<file path="src/wwd_pkg.sv">
package wwd_pkg;
  // ==========================================================================
  // Register map and field layout of the service register.
  // ==========================================================================
  localparam logic [3:0] ADDR_SERVICE = 4'h0;
  localparam logic [3:0] ADDR_STATUS = 4'h1;
  localparam int WIN_MSB = 7;
  localparam int WIN_LSB = 6;
  localparam int KEY_MSB = 5;
  localparam int KEY_LSB = 1;
  localparam int CMON_BIT = 0;
  localparam logic [4:0] KEY_VALUE = 5'h0c;
  localparam logic [1:0] WIN_RESET = 2'h3;
  localparam logic CMON_RESET = 1'b1;

  // ==========================================================================
  // Window limits in idle-timer clocks.
  // ==========================================================================
  localparam logic [16:0] LOWER_LIMIT = 17'h00800;
  localparam logic [16:0] UPPER_8K = 17'h02000;
  localparam logic [16:0] UPPER_16K = 17'h04000;
  localparam logic [16:0] UPPER_32K = 17'h08000;
  localparam logic [16:0] UPPER_64K = 17'h10000;

  // ==========================================================================
  // Clock monitor: the instruction clock must rise within this many
  // system clocks. 10 Hz rejection at 100 MHz is 10,000,000 cycles.
  // ==========================================================================
  localparam int CMON_TIMEOUT_MS = 100;
  localparam int SYS_CLK_KHZ = 100000;
  localparam int CMON_TIMEOUT_CYCLES = CMON_TIMEOUT_MS * SYS_CLK_KHZ;
  localparam logic [23:0] CMON_COUNT_ZERO = 24'h000000;
endpackage : wwd_pkg

</file>
<file path="src/wwd_sync3.sv">
`timescale 1ns/1ps
// Three-stage synchroniser; a change counts once stages two and three agree.
module wwd_sync3 (
  input wire logic i_sys_clk,
  input wire logic i_reset,
  input wire logic i_async,
  output logic o_level,
  output logic o_rise
);
  logic [2:0] stage;
  logic held;

  // ==========================================================================
  // Shift chain; the first stage feeds only the second.
  // ==========================================================================
  always_ff @(posedge i_sys_clk) begin
    if (i_reset) begin
      stage <= 3'h0;
      held <= 1'b0;
    end else begin
      stage <= {stage[1:0], i_async};
      if (stage[1] == stage[2]) begin
        held <= stage[2];
      end
    end
  end

  // The rise pulse fires once per accepted low-to-high change.
  assign o_level = held;
  assign o_rise = (stage[1] == stage[2]) && stage[2] && !held;
endmodule : wwd_sync3

</file>
<file path="src/wwd_core.sv">
// The register offsets and strobed register access are this design's own decisions.
`timescale 1ns/1ps
// Functional notes
// Only a full service-register write services
// Fields: window 7:6, key 5:1, monitor 0
// Key must equal 01100
// Lower limit fixed at 2048 clocks
// Window select picks 8k/16k/32k/64k upper
// Idle clock is instruction or 32 kHz
// Bit 0 disables or enables clock monitor
// All window timing counts idle-timer ticks
// Separate upper and lower limit counters
// Service before lower limit is error; the code exempts the first service after reset
// Monitor flags absent or slow instruction clock
// Watchdog inactive unless option selects it
// First keyed write fixes window and monitor
// Later writes must match all fields
// Reset arms with 64k window, monitor on
// Key field reads back as zeros
// Valid service restarts both counters
// Upper expiry raises watchdog error
module wwd_core
  import wwd_pkg::*;
(
  input wire logic i_sys_clk,
  input wire logic i_reset,
  input wire logic i_watchdog_option,
  input wire logic i_low_speed_mode,
  input wire logic i_instr_clk,
  input wire logic i_lowspeed_clk,
  input wire logic [3:0] i_addr,
  input wire logic [7:0] i_wdata,
  input wire logic i_write,
  input wire logic i_read,
  output logic [7:0] o_rdata,
  output logic o_watchdog_fault_output,
  output logic o_clock_fault
);

  // ==========================================================================
  // State.
  // ==========================================================================
  typedef struct packed {
    logic [1:0] win_sel;
    logic cmon_en;
    logic first_done;
    logic [16:0] upper_limit_counter;
    logic [11:0] lower_limit_counter;
    logic lower_open;
    logic [23:0] cmon_count;
    logic clock_fault;
    logic wd_fault;
    logic fault_out;
    logic [7:0] rdata;
  } wwd_state_type;

  wwd_state_type state;
  wwd_state_type next_state;

  logic instr_rise;
  logic ls_level;
  logic ls_rise;
  logic idle_tick;
  logic service_wr;
  logic key_ok;
  logic fields_ok;
  logic early;
  logic [16:0] upper_limit;
  logic upper_expired;
  logic valid_service;
  logic bad_service;

  // ==========================================================================
  // Pin inputs cross into the system clock through three flip-flops.
  // ==========================================================================
  wwd_sync3 u_sync_instr (
    .i_sys_clk(i_sys_clk),
    .i_reset(i_reset),
    .i_async(i_instr_clk),
    .o_level(),
    .o_rise(instr_rise)
  );

  wwd_sync3 u_sync_ls (
    .i_sys_clk(i_sys_clk),
    .i_reset(i_reset),
    .i_async(i_lowspeed_clk),
    .o_level(ls_level),
    .o_rise(ls_rise)
  );

  // ==========================================================================
  // Decode of a service write and selection of the idle-timer tick.
  // ==========================================================================
  always_comb begin
    idle_tick = i_low_speed_mode ? ls_rise : instr_rise;
    service_wr = i_write && (i_addr == ADDR_SERVICE);
    key_ok = (i_wdata[KEY_MSB:KEY_LSB] == KEY_VALUE);
    fields_ok = key_ok && (i_wdata[WIN_MSB:WIN_LSB] == state.win_sel)
      && (i_wdata[CMON_BIT] == state.cmon_en);
    // The very first service may fall inside the lower limit without error.
    early = state.first_done && !state.lower_open;
    case (state.win_sel)
      2'h0: upper_limit = UPPER_8K;
      2'h1: upper_limit = UPPER_16K;
      2'h2: upper_limit = UPPER_32K;
      default: upper_limit = UPPER_64K;
    endcase
    upper_expired = (state.upper_limit_counter >= upper_limit);
    valid_service = service_wr && !state.wd_fault && !early
      && (state.first_done ? fields_ok : key_ok);
    // Services are ignored while the watchdog fault is already set.
    bad_service = service_wr && !state.wd_fault && !valid_service;
  end

  // ==========================================================================
  // Next-state logic.
  // ==========================================================================
  always_comb begin
    next_state = state;

    // Counters run on idle-timer ticks only; the upper saturates, the lower stops at 2048 as its window opens.
    if (idle_tick && !upper_expired) begin
      next_state.upper_limit_counter = state.upper_limit_counter + 17'h00001;
    end
    if (idle_tick && !state.lower_open) begin
      next_state.lower_limit_counter = state.lower_limit_counter + 12'h001;
      if ({5'h00, state.lower_limit_counter} == LOWER_LIMIT[16:0] - 17'h00001) begin
        next_state.lower_open = 1'b1;
      end
    end

    if (valid_service) begin
      if (!state.first_done) begin
        next_state.win_sel = i_wdata[WIN_MSB:WIN_LSB];
        next_state.cmon_en = i_wdata[CMON_BIT];
        next_state.first_done = 1'b1;
      end
      next_state.upper_limit_counter = 17'h00000;
      next_state.lower_limit_counter = 12'h000;
      next_state.lower_open = 1'b0;
    end

    // Fault is a level; it holds until reset or until the watchdog option is deselected.
    if (!i_watchdog_option) begin
      next_state.wd_fault = 1'b0;
      next_state.upper_limit_counter = 17'h00000;
      next_state.lower_limit_counter = 12'h000;
      next_state.lower_open = 1'b0;
    end else if (bad_service || upper_expired) begin
      next_state.wd_fault = 1'b1;
    end

    // Clock monitor: restart on every instruction-clock rising edge.
    if (instr_rise) begin
      next_state.cmon_count = CMON_COUNT_ZERO;
      next_state.clock_fault = 1'b0;
    end else if (state.cmon_count == 24'(CMON_TIMEOUT_CYCLES - 1)) begin
      next_state.clock_fault = state.cmon_en;
    end else begin
      next_state.cmon_count = state.cmon_count + 24'h000001;
    end
    // Uses the next monitor enable, so a first write that disables it clears a standing fault at once.
    if (!next_state.cmon_en) begin
      next_state.clock_fault = 1'b0;
    end

    // The pin output is a flop of its own, so it never glitches between the two fault sources.
    next_state.fault_out = next_state.wd_fault || next_state.clock_fault;

    // Read data stand one cycle after the strobe; key always reads zero.
    next_state.rdata = 8'h00;
    if (i_read) begin
      case (i_addr)
        ADDR_SERVICE: next_state.rdata = {state.win_sel, 5'h00, state.cmon_en};
        ADDR_STATUS: next_state.rdata = {4'h0, ls_level, state.first_done,
          state.clock_fault, state.wd_fault};
        default: next_state.rdata = 8'h00;
      endcase
    end
  end

  // ==========================================================================
  // State register.
  // ==========================================================================
  always_ff @(posedge i_sys_clk) begin
    if (i_reset) begin
      state <= '0;
      state.win_sel <= WIN_RESET;
      state.cmon_en <= CMON_RESET;
    end else begin
      state <= next_state;
    end
  end

  assign o_rdata = state.rdata;
  assign o_watchdog_fault_output = state.fault_out;
  assign o_clock_fault = state.clock_fault;

  // ==========================================================================
  // Checks.
  // ==========================================================================
  // Reset leaves the widest window selected and the monitor armed.
  chk_reset_defaults: assert property (@(posedge i_sys_clk)
    $fell(i_reset) |-> state.win_sel == 2'h3 && state.cmon_en)
    else $error("reset defaults wrong");

  // A second service before the lower limit must fault.
  chk_early_service: assert property (@(posedge i_sys_clk) disable iff (i_reset)
    service_wr && i_watchdog_option && state.first_done && !state.lower_open && !state.wd_fault
    |=> state.wd_fault)
    else $error("early service not flagged");

  // Once the first service is taken the settings never change again.
  chk_settings_locked: assert property (@(posedge i_sys_clk) disable iff (i_reset)
    state.first_done |=> $stable(state.win_sel) && $stable(state.cmon_en))
    else $error("settings changed after first service");

  // A later service with a different window select must fault.
  chk_mismatch_fault: assert property (@(posedge i_sys_clk) disable iff (i_reset)
    service_wr && i_watchdog_option && state.first_done && !state.wd_fault
    && i_wdata[WIN_MSB:WIN_LSB] != state.win_sel |=> state.wd_fault)
    else $error("window mismatch not flagged");

  // The key pattern never shows on the read port.
  chk_key_hidden: assert property (@(posedge i_sys_clk) disable iff (i_reset)
    i_read && i_addr == ADDR_SERVICE |=> o_rdata[5:1] == 5'h00)
    else $error("key read back");

  // A valid service restarts both limit counters.
  chk_service_restart: assert property (@(posedge i_sys_clk) disable iff (i_reset)
    valid_service && i_watchdog_option |=> state.upper_limit_counter == 17'h0 && !state.lower_open)
    else $error("service did not restart counters");

  // Reaching the upper limit drives the fault pin in the next cycle.
  chk_upper_expiry: assert property (@(posedge i_sys_clk) disable iff (i_reset)
    i_watchdog_option && upper_expired |=> o_watchdog_fault_output)
    else $error("expiry not flagged");

  // With the feature deselected no watchdog fault can stand.
  chk_option_off: assert property (@(posedge i_sys_clk) disable iff (i_reset)
    !i_watchdog_option |=> !state.wd_fault)
    else $error("fault while option off");

  // The lower window opens on the tick that completes 2048 counts.
  chk_lower_window: assert property (@(posedge i_sys_clk) disable iff (i_reset)
    $rose(state.lower_open) |-> $past(state.lower_limit_counter) == 12'h7ff)
    else $error("lower limit count wrong");

  // A disabled monitor never holds a clock fault.
  chk_monitor_off: assert property (@(posedge i_sys_clk) disable iff (i_reset)
    !state.cmon_en |-> !state.clock_fault)
    else $error("monitor fault while disabled");

  // A first write with a wrong key faults and leaves the settings open.
  chk_first_key: assert property (@(posedge i_sys_clk) disable iff (i_reset)
    service_wr && i_watchdog_option && !state.first_done && !state.wd_fault
    && i_wdata[KEY_MSB:KEY_LSB] != KEY_VALUE |=> state.wd_fault && !state.first_done)
    else $error("wrong first key not flagged");

  // A keyed first write stores the window and monitor bits as written.
  chk_first_store: assert property (@(posedge i_sys_clk) disable iff (i_reset)
    service_wr && !state.first_done && !state.wd_fault && i_wdata[KEY_MSB:KEY_LSB] == KEY_VALUE
    |=> state.first_done && {state.win_sel, 5'h00, state.cmon_en} == ($past(i_wdata) & 8'hc1))
    else $error("first service settings not stored");

  // Each select value doubles the upper limit, starting from 8k ticks.
  chk_upper_decode: assert property (@(posedge i_sys_clk)
    upper_limit == (17'h02000 << state.win_sel))
    else $error("upper limit decode wrong");

  // The upper counter stops at the selected limit instead of wrapping.
  chk_upper_saturate: assert property (@(posedge i_sys_clk) disable iff (i_reset)
    state.upper_limit_counter <= upper_limit)
    else $error("upper counter ran past its limit");

  // Without an idle tick the upper counter either holds or restarts.
  chk_tick_source: assert property (@(posedge i_sys_clk) disable iff (i_reset)
    !idle_tick |=> $stable(state.upper_limit_counter) || state.upper_limit_counter == 17'h00000)
    else $error("upper counter moved without a tick");

  // The lower counter moves one step per tick until the window opens.
  chk_lower_step: assert property (@(posedge i_sys_clk) disable iff (i_reset)
    idle_tick && i_watchdog_option && !state.lower_open && !valid_service
    |=> state.lower_limit_counter == $past(state.lower_limit_counter) + 12'h001)
    else $error("lower counter step wrong");

  // A watchdog fault holds for as long as the feature stays selected.
  chk_fault_sticky: assert property (@(posedge i_sys_clk) disable iff (i_reset)
    state.wd_fault && i_watchdog_option |=> state.wd_fault)
    else $error("fault dropped without reset");

  // The pin carries either fault, registered in the same cycle as the flags.
  chk_fault_pin: assert property (@(posedge i_sys_clk) disable iff (i_reset)
    o_watchdog_fault_output == (state.wd_fault || state.clock_fault))
    else $error("fault pin does not follow the flags");

  // A service during a standing fault changes none of the settings.
  chk_fault_ignores: assert property (@(posedge i_sys_clk) disable iff (i_reset)
    service_wr && state.wd_fault |=> $stable(state.win_sel) && $stable(state.first_done))
    else $error("service accepted during a fault");

  // Every instruction-clock rising edge restarts the monitor and clears its fault.
  chk_monitor_restart: assert property (@(posedge i_sys_clk) disable iff (i_reset)
    instr_rise |=> state.cmon_count == CMON_COUNT_ZERO && !state.clock_fault)
    else $error("monitor not restarted by a clock edge");

  // Read data drop back to zero in every cycle without a read strobe.
  chk_read_idle: assert property (@(posedge i_sys_clk) disable iff (i_reset)
    !i_read |=> o_rdata == 8'h00)
    else $error("read data stood too long");
endmodule : wwd_core

</file>
<file path="config.mk">
export PLATFORM = sky130hd
export DESIGN_NAME = wwd_core
export DESIGN_NICKNAME = d
export VERILOG_FILES = /design/src/wwd_pkg.sv /design/src/wwd_sync3.sv /design/src/wwd_core.sv
export SDC_FILE = /design/constraint.sdc
export NUM_CORES = 1
export LEC_CHECK = 0
export ABC_AREA = 1
export BUFFER_PORTS_ARGS = -buffer_cell sky130_fd_sc_hd__buf_4
export CAP_MARGIN = 20
export CORE_MARGIN = 4
export CORE_UTILIZATION = 55
export DETAILED_ROUTE_END_ITERATION = 10
export PLACE_DENSITY = 0.74
export SLEW_MARGIN = 20
export SYNTH_ARGS = -nofsm -noshare
export SYNTH_HDL_FRONTEND = slang
export SYNTH_SLANG_ARGS = --single-unit
</file>
<file path="constraint.sdc">
create_clock -name i_sys_clk -period 3.6 [get_ports i_sys_clk]
set_input_delay 0 -clock i_sys_clk [delete_from_list [all_inputs] [get_ports i_sys_clk]]
set_output_delay 0 -clock i_sys_clk [all_outputs]
set_load 0.005 [all_outputs]
</file>
==> results of run 1 <==
## sequential cells by signal (all words and copies together), names as in the netlist
signal and flops:
state 59, o_rdata 6, u_sync_instr.stage 3, u_sync_ls.stage 3, o_clock_fault 1, o_watchdog_fault_output 1, u_sync_instr.o_level 1, u_sync_ls.o_level 1
## cell usage after synthesis (2+ instances only)
cell      instances
a21oi_1          33
a21oi_2          14
and2_1            2
buf_2             2
buf_4            11
buf_6             2
dfxtp_1          75
ha_1             10
inv_1            79
inv_2             3
nand2_1         163
nand2_2           3
nand3_1          37
nand3_2           2
nand3b_1          5
nand4_1          13
nor2_1           89
nor2_2            2
nor3_1           14
nor3_2            3
nor3b_1           2
o21a_1            2
o21ai_0          14
o21bai_1          2
or2_2             2
xnor2_1          11
xor2_1           11
## cell type report
| type | count | share of cell area, % |
|---|---|---|
| clock buffers | 10 | 2.70 |
| clock inverters | 6 | 1.51 |
| repair buffers | 40 | 7.05 |
| flip-flops and latches | 75 | 31.8 |
| well taps | 99 | 2.62 |
| multi-input cells | 444 | 47.7 |
| inverters | 83 | 6.60 |
## where the power goes
| group | internal (mW) | total, mW | switching (mW) |
|---|---|---|---|
| Sequential | 0.836 | 0.841 | 0.00472 |
| Clock | 0.326 | 0.661 | 0.334 |
| Combinational | 0.0352 | 0.0739 | 0.0387 |
| Total | 1.20 | 1.58 | 0.378 |
## kinds of logic (layout without fill, tap and decap cells)
kind of cell               Yosys count  in the layout  synth area share, %
buffers and inverters               99            139                 10.6
other                                1              2               0.0893
AOI/OAI and AO/OA                   68             68                 10.2
xor gates and xnor gates            22             22                 4.59
DFF                                 75             75                 35.8
and+or+nand+nor                    342            342                 35.7
adders and majority gates           10             10                 2.98
## metrics by stage
step | area, um2 | hold slack (ns)
floorplan | 4200 | 0.107
global placement | 4390 | 0.208
detailed placement | 4390 | 0.216
CTS | 4720 | 0.00186
global route | 4720 | 0.0390
finish | 4720 | 0.0243
## critical path, cell delays in order (launching register included)
cell	delay, ns
dfxtp_1	0.44
nand2_1	0.08
ha_1	0.34
a21oi_2	0.16
a21boi_4	0.29
nand2_4	0.09
nor2_4	0.28
nand2_1	0.12
a21oi_2	0.15
## path summary, 6_finish.rpt
| kind | from | to |
|---|---|---|
| max | state[67]$_SDFFE_PP1P_ | state[64]$_SDFFE_PP0P_ |
| min | i_watchdog_option | state[9]$_SDFF_PP0_ |
| max reg2reg | state[67]$_SDFFE_PP1P_ | state[64]$_SDFFE_PP0P_ |
| min reg2reg | u_sync_instr.stage[0]$_SDFF_PP0_ | u_sync_instr.stage[1]$_SDFF_PP0_ |
## cell usage in the layout (no fill, tap or decap), types with 13 or more instances in the layout
cell type	n
nand2_1	163
nand3_1	37
buf_4	27
dlygate4sd3_1	13
nor3_1	14
o21ai_0	14
nand4_1	13
inv_1	79
a21oi_1	33
dfxtp_1	75
a21oi_2	14
nor2_1	89
## per-layer routing
metal | up-vias | wire [um] | GRT usage, %
met5 | - | 0 | 0
met4 | 0 | 83 | 6.87
met3 | 12 | 363 | 5.37
met2 | 65 | 4230 | 36.2
met1 | 1696 | 4110 | 26.7
li1 | 2015 | - | -
==> flow_summary.json, run 1 <==
{
  "viasPerCell": 5.00,
  "reg2reg_slack_ns": 1.56,
  "synth-main-ff-cell": "dfxtp_1",
  "crit_required_ns": 3.87,
  "power_density_nw_per_um2": 334,
  "crit_path_start_kind": "flop",
  "cts_hold_buf": 13,
  "critPathKind": "reg -> reg",
  "irDropWorstVdd_uv": 244,
  "power_mw": 1.58,
  "stdcell_count": 757,
  "clk_pin_slew_ns": 0.08,
  "multiInputGateArea_um2": 2250,
  "hold_path_depth": 5,
  "reg2regPathDepth": 8,
  "drt-wirelength-per-cell_um": 11.6,
  "drive_above_1_share_pct": 11.7,
  "skew_ns": 0.0103,
  "grt_use_total_pct": 21.4,
  "status": "complete, no violations",
  "final_util_pct": 64.4,
  "final.setup.tns_ns": 0,
  "grt_start_max_net_pins": 31,
  "postCtsSetupBuffers": 0,
  "core_um2": 7330,
  "dieHeight_um": 95.4,
  "drt_iter0_drc": 147,
  "p_leak_nw": 1.85,
  "synth_top_area_share_pct": 35.8,
  "fin_nets": 683,
  "slew_viol_final": 0,
  "port_buffers": 27,
  "fillers": 662,
  "critPathMaxFanout": 14,
  "overflow": 0,
  "dieArea_um2": 9100,
  "drc": 0,
  "gp_congestion": 0.863,
  "period_share_pct": 56.7,
  "wl_um": 8790,
  "rows": 31,
  "cts_tree": "done",
  "vias": 3788,
  "synth_cells": 617,
  "period_minus_slack_ns": 2.04,
  "yosysWarnings": 0,
  "setup.worst_path.end_class": "flop",
  "synth_area_leaders": "dfxtp_1 (36%), nand2_1 (15%), nor2_1 (8.0%)",
  "rsz0062_at_grt": "false",
  "grt_antenna_before_repair": 0,
  "place_worst_setup_slack_ns": 1.56,
  "yosys.area.top_type": "dfxtp_1",
  "dp_hpwl_um": 6400,
  "die_w_um": 95.4,
  "clk_path_buf_depth": 2,
  "hold_viol": 0,
  "firstDrtPassIters": 4,
  "setup_slack_ns": 1.56,
  "dp.cells": 728,
  "syn_to_final_growth_pct": 12.5,
  "ios": 30,
  "ys_types": 38,
  "clock-root-buffer": "clkbuf_8",
  "fmax_mhz": 490,
  "cts_resized": 0,
  "grt_pass1_vias": 3585,
  "worstHoldPathType": "in -> reg",
  "yosysSeqAreaShare_pct": 35.8,
  "avgSynthCellArea_um2": 6.81,
  "start_util_pct": 57.3,
  "tightestPinTransition_ns": 0.737,
  "ant_nets": 0,
  "cts_sinks": 75,
  "grt_pass1_wl_um": 15600,
  "cap_violations": 0,
  "ys_ff_latch": 75,
  "arrival_ns": 2.31,
  "diodes": 0,
  "synth_edf_count": 0,
  "setup_viol": 0,
  "seq_area_um2": 1500,
  "async_reset_ff_share_pct": 0,
  "slew_headroom_pct": 50.7,
  "htreeDepth": 3,
  "syn_area_um2": 4200,
  "clock_latency_ns": 0.36,
  "cts_buffers": 9
}
No activity file was read; power rests on OpenSTA's default activity.
==> inputs of run 2 (changes only) <==
--- a/config.mk
+++ b/config.mk
@@ -5,7 +5,7 @@
 export SDC_FILE = /design/constraint.sdc
 export NUM_CORES = 1
 export LEC_CHECK = 0
-export ABC_AREA = 1
+export ABC_AREA = 0
 export BUFFER_PORTS_ARGS = -buffer_cell sky130_fd_sc_hd__buf_4
 export CAP_MARGIN = 20
 export CORE_MARGIN = 4
==> constraint.sdc (replaced) <==
create_clock -name i_sys_clk -period 2 [get_ports i_sys_clk]
set_input_delay 0 -clock i_sys_clk [delete_from_list [all_inputs] [get_ports i_sys_clk]]
set_output_delay 0 -clock i_sys_clk [all_outputs]
set_load 0.005 [all_outputs]
==> flow_summary.json, run 2 <==
{
  "status": "complete, but fails checks",
  "violations": "negative setup slack",
  "synth_top_area_share_pct": 42.1,
  "grt_antenna_before_repair": 0,
  "start_util_pct": 56.5,
  "hold-worst-slack_ns": 0.0288,
  "clock_latency_ns": 0.34,
  "vias": 2954,
  "period_minus_slack_ns": 2.02,
  "yosys.area.top_type": "dfxtp_1",
  "crit_required_ns": 2.27,
  "rows": 29,
  "path_cells": "nand2b_4 > ha_4 > nor2b_4 > o211ai_1 > buf_4 > nand4_1 > or3_1 > a21oi_1",
  "cts_buffers": 9,
  "largest-register": "state",
  "synthAdderAreaFrac_pct": 3.51,
  "arrival_ns": 2.30,
  "synth_cells": 399,
  "diodes": 0,
  "stdcell_count": 534,
  "fmax_mhz": 494,
  "overflow": 0,
  "skew_ns": 0.0109,
  "synth_xor_area_share_pct": 10.8,
  "final_util_pct": 68.6,
  "rsz0062_at_grt": "true",
  "crit_path_start_kind": "flop",
  "die_w_um": 88.6,
  "synth_top_family_by_area": "simple AND/OR/NAND/NOR gates",
  "syn_to_final_growth_pct": 21.3,
  "ys_types": 51,
  "worstReg2RegStart": "state[68]$_SDFFE_PP1P_",
  "place_worst_setup_slack_ns": -0.0640,
  "period_share_pct": 101,
  "avgSynthCellArea_um2": 8.95,
  "gp_congestion": 0.820,
  "syn_area_um2": 3570,
  "wl_um": 7520,
  "synthSimpleGateAreaFrac_pct": 28.6,
  "clock-root-buffer": "clkbuf_8",
  "ys_ff_latch": 75,
  "cts_sinks": 75,
  "synth_edf_count": 0,
  "power_density_nw_per_um2": 669,
  "synth-main-ff-cell": "dfxtp_1",
  "dp.cells": 505,
  "dieArea_um2": 7840,
  "htreeDepth": 3,
  "critPathKind": "reg -> reg",
  "ant_nets": 0,
  "fin_nets": 482,
  "synth_commonest_cells": "dfxtp_1 (75), nor2_1 (56), xnor2_1 (27)",
  "post-synth-top-count-cell": "dfxtp_1",
  "cap_violations": 0,
  "clk_pin_slew_ns": 0.08,
  "hold_viol": 0,
  "ios": 30,
  "synth_mux_area_share_pct": 1.40,
  "yosysSeqAreaShare_pct": 42.1,
  "drt-wirelength-per-cell_um": 14.1,
  "placed_area_um2": 3950,
  "drt_iter0_drc": 145,
  "clk_path_buf_depth": 2,
  "firstDrtPassIters": 6,
  "final.setup.tns_ns": -0.0477,
  "cts_tree": "done",
  "slew_viol_final": 0,
  "synth_area_leaders": "dfxtp_1 (42%), xnor2_1 (6.6%), nor2_1 (5.9%)",
  "power_mw": 2.90,
  "drc": 0,
  "largest_reg_flops": 59,
  "synth_compound_area_share_pct": 8.41,
  "setup_slack_ns": -0.0235,
  "min_from": "i_wdata[0]",
  "critPathMaxFanout": 5,
  "viasPerCell": 5.53,
  "irDropWorstVdd_uv": 523,
  "worstHoldPathType": "in -> reg",
  "crit_path_start": "state[68]$_SDFFE_PP1P_",
  "yosysWarnings": 0,
  "dp_hpwl_um": 5260,
  "port_buffers": 27,
  "async_reset_ff_share_pct": 0,
  "grt_pass1_vias": 2821,
  "grt_pass1_wl_um": 12700,
  "p_leak_nw": 1.64,
  "core_um2": 6310,
  "setup.worst_path.end_class": "flop",
  "final_cell_mix": "dfxtp_1 (73), nor2_1 (56), buf_4 (49), xnor2_1 (26)",
  "drive_above_1_share_pct": 20.8,
  "setup_viol": 4,
  "max_stage_delay_ns": 0.36,
  "cp_slowest_cell": "dfxtp_4",
  "grt_use_total_pct": 20.4,
  "dieHeight_um": 88.6,
  "fillers": 489,
  "grt_start_max_net_pins": 31,
  "fin_area_um2": 4330,
  "layout_commonest_cell": "dfxtp_1"
}
-- run 2: cell count changes in the layout (fill, tap and decap cells not counted), sizes merged, moves of 10 or more --
cell	before	now
and3	0	11
buf	27	52
inv	84	19
nor2	92	56
nand3	40	18
or3	0	10
nand2	167	19
a21oi	47	18
xnor2	11	27
-- run 2: layout make-up --
cell class | instances | area [um2] | share of cell area [%]
inverter | 19 | 71.3 | 1.65
tap | 77 | 96.3 | 2.22
timing repair buffer | 60 | 475 | 11.0
clock inverter | 6 | 90.1 | 2.08
multi-input combinational | 287 | 1960 | 45.3
clock buffer | 10 | 128 | 2.95
sequential | 75 | 1510 | 34.8
-- run 2: worst max-delay path: cells and delay by family (launching register included) --
family,cells,cell delay (ns)
AO/OA/AOI/OAI,2,0.45
adder cells (fa/ha/maj),1,0.21
buffers and inverters,1,0.17
flip-flops,1,0.36
AND/OR/NAND/NOR,4,0.78
-- run 2: metal layers --
metal / vias up / global-route usage, % / wire length [um]
met1: 1379 / 28.1 / 3690
met4: 0 / 7.83 / 127
met3: 12 / 3.91 / 357
met2: 78 / 31.8 / 3350
met5: - / 0 / 0
li1: 1485 / - / -
-- run 2: logic make-up (layout without fill, tap and decap cells) --
group	Yosys count	count (layout)
buffers and inverters	38	95
multiplexers	5	5
AND/OR/NAND/NOR	185	185
other	1	2
XOR/XNOR	44	44
AO/OA/AOI/OAI	41	41
adder cells (fa/ha/maj)	10	10
flip-flops	75	75
-- run 2: worst paths after layout --
kind / to / slack, ns / depth (start not counted)
max reg2reg: state[50]$_SDFFE_PP0P_ / -0.02 / 8
max: state[50]$_SDFFE_PP0P_ / -0.02 / 8
min reg2reg: u_sync_ls.stage[1]$_SDFF_PP0_ / 0.44 / 1
min: state[66]$_SDFF_PP1_ / 0.03 / 4
-- run 2: timing repair --
| action | CTS | global route |
|---|---|---|
| gates cloned | 0 | 1 |
| gates resized for setup | 0 | 13 |
| pin swaps | 1 | 13 |
| setup buffers | 2 | 2 |
| hold buffers | 8 | 0 |
| endpoints found under the hold margin | 18 | 0 |
| setup endpoints to repair | 1 | 16 |
-- run 2: power breakdown --
group / leakage, nW / internal (mW) / switching, mW
clock network: 0.106 / 0.705 / 0.564
logic: 0.933 / 0.0596 / 0.0565
registers: 0.605 / 1.50 / 0.00756
total: 1.64 / 2.27 / 0.629
==> inputs of run 3 (changes only) <==
--- a/config.mk
+++ b/config.mk
@@ -12,7 +12,7 @@
 export CORE_UTILIZATION = 55
 export DETAILED_ROUTE_END_ITERATION = 10
 export PLACE_DENSITY = 0.74
-export SLEW_MARGIN = 20
 export SYNTH_ARGS = -nofsm -noshare
 export SYNTH_HDL_FRONTEND = slang
+export SYNTH_HIERARCHICAL = 1
 export SYNTH_SLANG_ARGS = --single-unit
==> flow_summary.json, run 3 <==
{
  "worstHoldPathType": "in -> reg",
  "crit_buf_inv": 0,
  "critPathKind": "reg -> reg",
  "hold_path_depth": 4,
  "avgSynthCellArea_um2": 8.92,
  "wl_um": 7480,
  "diodes": 0,
  "setup_viol": 0,
  "setup.worst_path.end_class": "flop",
  "critPathMaxFanout": 4,
  "synth-main-ff-cell": "dfxtp_1",
  "cp_slowest_cell": "or4_4",
  "cap_violations": 0,
  "fin_area_um2": 4370,
  "r2r_end": "state[62]$_SDFFE_PP0P_",
  "core_um2": 6060,
  "period_minus_slack_ns": 1.99,
  "clock-root-buffer": "clkbuf_8",
  "clock_latency_ns": 0.34,
  "slew_headroom_pct": 65.1,
  "cp.depth": 7,
  "path_cells": "nand2b_4 > ha_4 > and2b_2 > o211ai_4 > nand3_2 > or4_4 > a21oi_2",
  "drt_iter0_drc": 135,
  "ant_nets": 0,
  "synth_area_leaders": "dfxtp_1 (43%), nor2_1 (5.6%), xor2_1 (4.5%)",
  "cp-endpoint": "state[62]$_SDFFE_PP0P_",
  "cts_sinks": 75,
  "crit_path_start_kind": "flop",
  "clk_path_buf_depth": 2,
  "fmax_mhz": 504,
  "port_buffers": 27,
  "dieArea_um2": 7730,
  "rows": 28,
  "viasPerCell": 5.62,
  "htreeDepth": 3,
  "fillers": 448,
  "cts_buffers": 9,
  "max_stage_delay_ns": 0.54,
  "synth_cells": 394,
  "largest_reg_flops": 59,
  "comb_power_share_pct": 4.7,
  "async_reset_ff_share_pct": 0,
  "crit_path_start": "state[68]$_SDFFE_PP1P_",
  "irDropWorstVdd_uv": 440,
  "start_util_pct": 58.0,
  "ys_ff_latch": 75,
  "skew_ns": 0.00900,
  "dieHeight_um": 87.9,
  "post-synth-top-count-cell": "dfxtp_1",
  "gp_congestion": 0.818,
  "vias": 3007,
  "reg2regPathDepth": 7,
  "tightestPinTransition_ns": 0.522,
  "reg2reg_slack_ns": 0.01,
  "netSwitchingFraction_pct": 21.7,
  "synth_edf_count": 0,
  "arrival_ns": 2.26,
  "drt-wirelength-per-cell_um": 14.0,
  "seq_area_um2": 1500,
  "dp_hpwl_um": 5140,
  "multiInputGateArea_um2": 2020,
  "worstReg2RegStart": "state[68]$_SDFFE_PP1P_",
  "rsz0062_at_grt": "true",
  "p_switching_uw": 578,
  "synth_top_area_share_pct": 42.7,
  "grt_pass1_wl_um": 12500,
  "intPower_mw": 2.09,
  "dp.cells": 506,
  "p_leak_nw": 1.71,
  "grt_antenna_before_repair": 0,
  "hold_viol": 0,
  "clk_pin_slew_ns": 0.07,
  "largest-register": "state",
  "final_cell_mix": "dfxtp_1 (73), buf_4 (53), nor2_1 (52), nand2_1 (28), xor2_1 (18)",
  "cts_tree": "done",
  "path_delay_family": "simple AND/OR/NAND/NOR gates",
  "overflow": 0,
  "yosysSeqAreaShare_pct": 42.7,
  "ys_types": 52,
  "period_share_pct": 99.3,
  "placed_area_um2": 3940,
  "slew_viol_final": 0,
  "firstDrtPassIters": 6,
  "syn_to_final_growth_pct": 24.4,
  "yosysWarnings": 6,
  "ios": 30,
  "drive_above_1_share_pct": 22.8,
  "yosys.area.top_type": "dfxtp_1",
  "stdcell_count": 535,
  "syn_area_um2": 3510,
  "power_mw": 2.67,
  "crit_required_ns": 2.28,
  "layout_commonest_cell": "dfxtp_1",
  "synth_commonest_cells": "dfxtp_1 (75), nor2_1 (52), nand2_1 (28)",
  "fin_nets": 485,
  "status": "complete, no violations",
  "p_clk_share_pct": 38.6,
  "grt_pass1_vias": 2809,
  "drc": 0,
  "die_w_um": 87.9,
  "grt_use_total_pct": 20.3,
  "grt_start_max_net_pins": 33,
  "power_density_nw_per_um2": 610,
  "pwr-share-seq_pct": 56.7
}
run 3: layout make-up:
cell class | instances | share of cell area (%)
multi-input combinational | 293 | 46.1
tap | 75 | 2.15
timing repair buffer | 67 | 12.6
sequential | 75 | 34.4
inverter | 9 | 0.773
clock buffer | 14 | 3.72
clock inverter | 2 | 0.229
run 3: layer usage:
layer	share of wire, %	global-route usage (%)	wire, um
met5	0	0	0
met4	2.2	9.34	162
met3	5.1	3.39	384
met2	44	31.1	3320
met1	48	28.0	3610
run 3: cells by family (layout without fill, tap and decap cells):
kind of cell,after synthesis,after routing,share of synthesized area [%]
buf+inv,27,92,4.09
compound gates,55,55,9.86
fa+ha+maj,10,10,3.56
xor+xnor,35,35,8.72
simple gates,183,183,28.6
other cells,1,2,0.107
flops,75,75,42.7
mux,8,8,2.39
run 3: power groups by stage:
| stage | Combinational [mW] | Sequential [mW] | Clock (mW) |
|---|---|---|---|
| 2_1_floorplan | 0.0556 | 1.54 | 0 |
| 5_1_grt | 0.136 | 1.51 | 1.13 |
| 3_3_place_gp | 0.104 | 1.55 | 0 |
| 4_1_cts | 0.124 | 1.51 | 1.05 |
| 3_5_place_dp | 0.106 | 1.55 | 0 |
| 6_report | 0.124 | 1.51 | 1.03 |
run 3: per-stage QoR:
stage | TNS (ns) | hold slack (ns) | utilization (%) | setup slack [ns]
after floorplan | 0 | 0.0716 | - | 0.00343
after global placement | 0 | 0.212 | 65.0 | 0.0387
after detailed placement | -0.0347 | 0.219 | 65.0 | -0.0167
after CTS | 0 | 0.0327 | 70.4 | 0.0221
after global routing | -0.162 | 0.0886 | 72.1 | -0.0620
final | 0 | 0.0424 | 72.1 | 0.0145
run 3: worst min path at each step:
stage / start / to / slack (ns)
3_3_place_gp: i_lowspeed_clk / u_sync_ls/stage[0]$_SDFF_PP0_ / 0.21
2_1_floorplan: i_reset / u_sync_instr/stage[0]$_SDFF_PP0_ / 0.07
5_1_grt: i_wdata[2] / state[65]$_SDFFE_PP0P_ / 0.09
6_report: i_addr[2] / o_rdata[0]$_SDFF_PP0_ / 0.04
4_1_cts: i_addr[2] / state[9]$_SDFF_PP0_ / 0.03
3_5_place_dp: i_lowspeed_clk / u_sync_ls/stage[0]$_SDFF_PP0_ / 0.22
run 3: tightest hold or removal path: stages:
cell and delay (ns):
buf_4 0.08, nor3_1 0.06, nand3b_1 0.14, nor2_1 0.06
run 3: what timing repair did:
| action | 4_1_cts | 5_1_grt |
|---|---|---|
| buffers inserted | 1 | 1 |
| endpoints found under the setup margin | 11 | 18 |
| resized for setup | 9 | 16 |
| hold buffers | 11 | 0 |
| hold endpoints to repair | 18 | 0 |
| pin swaps | 1 | 9 |
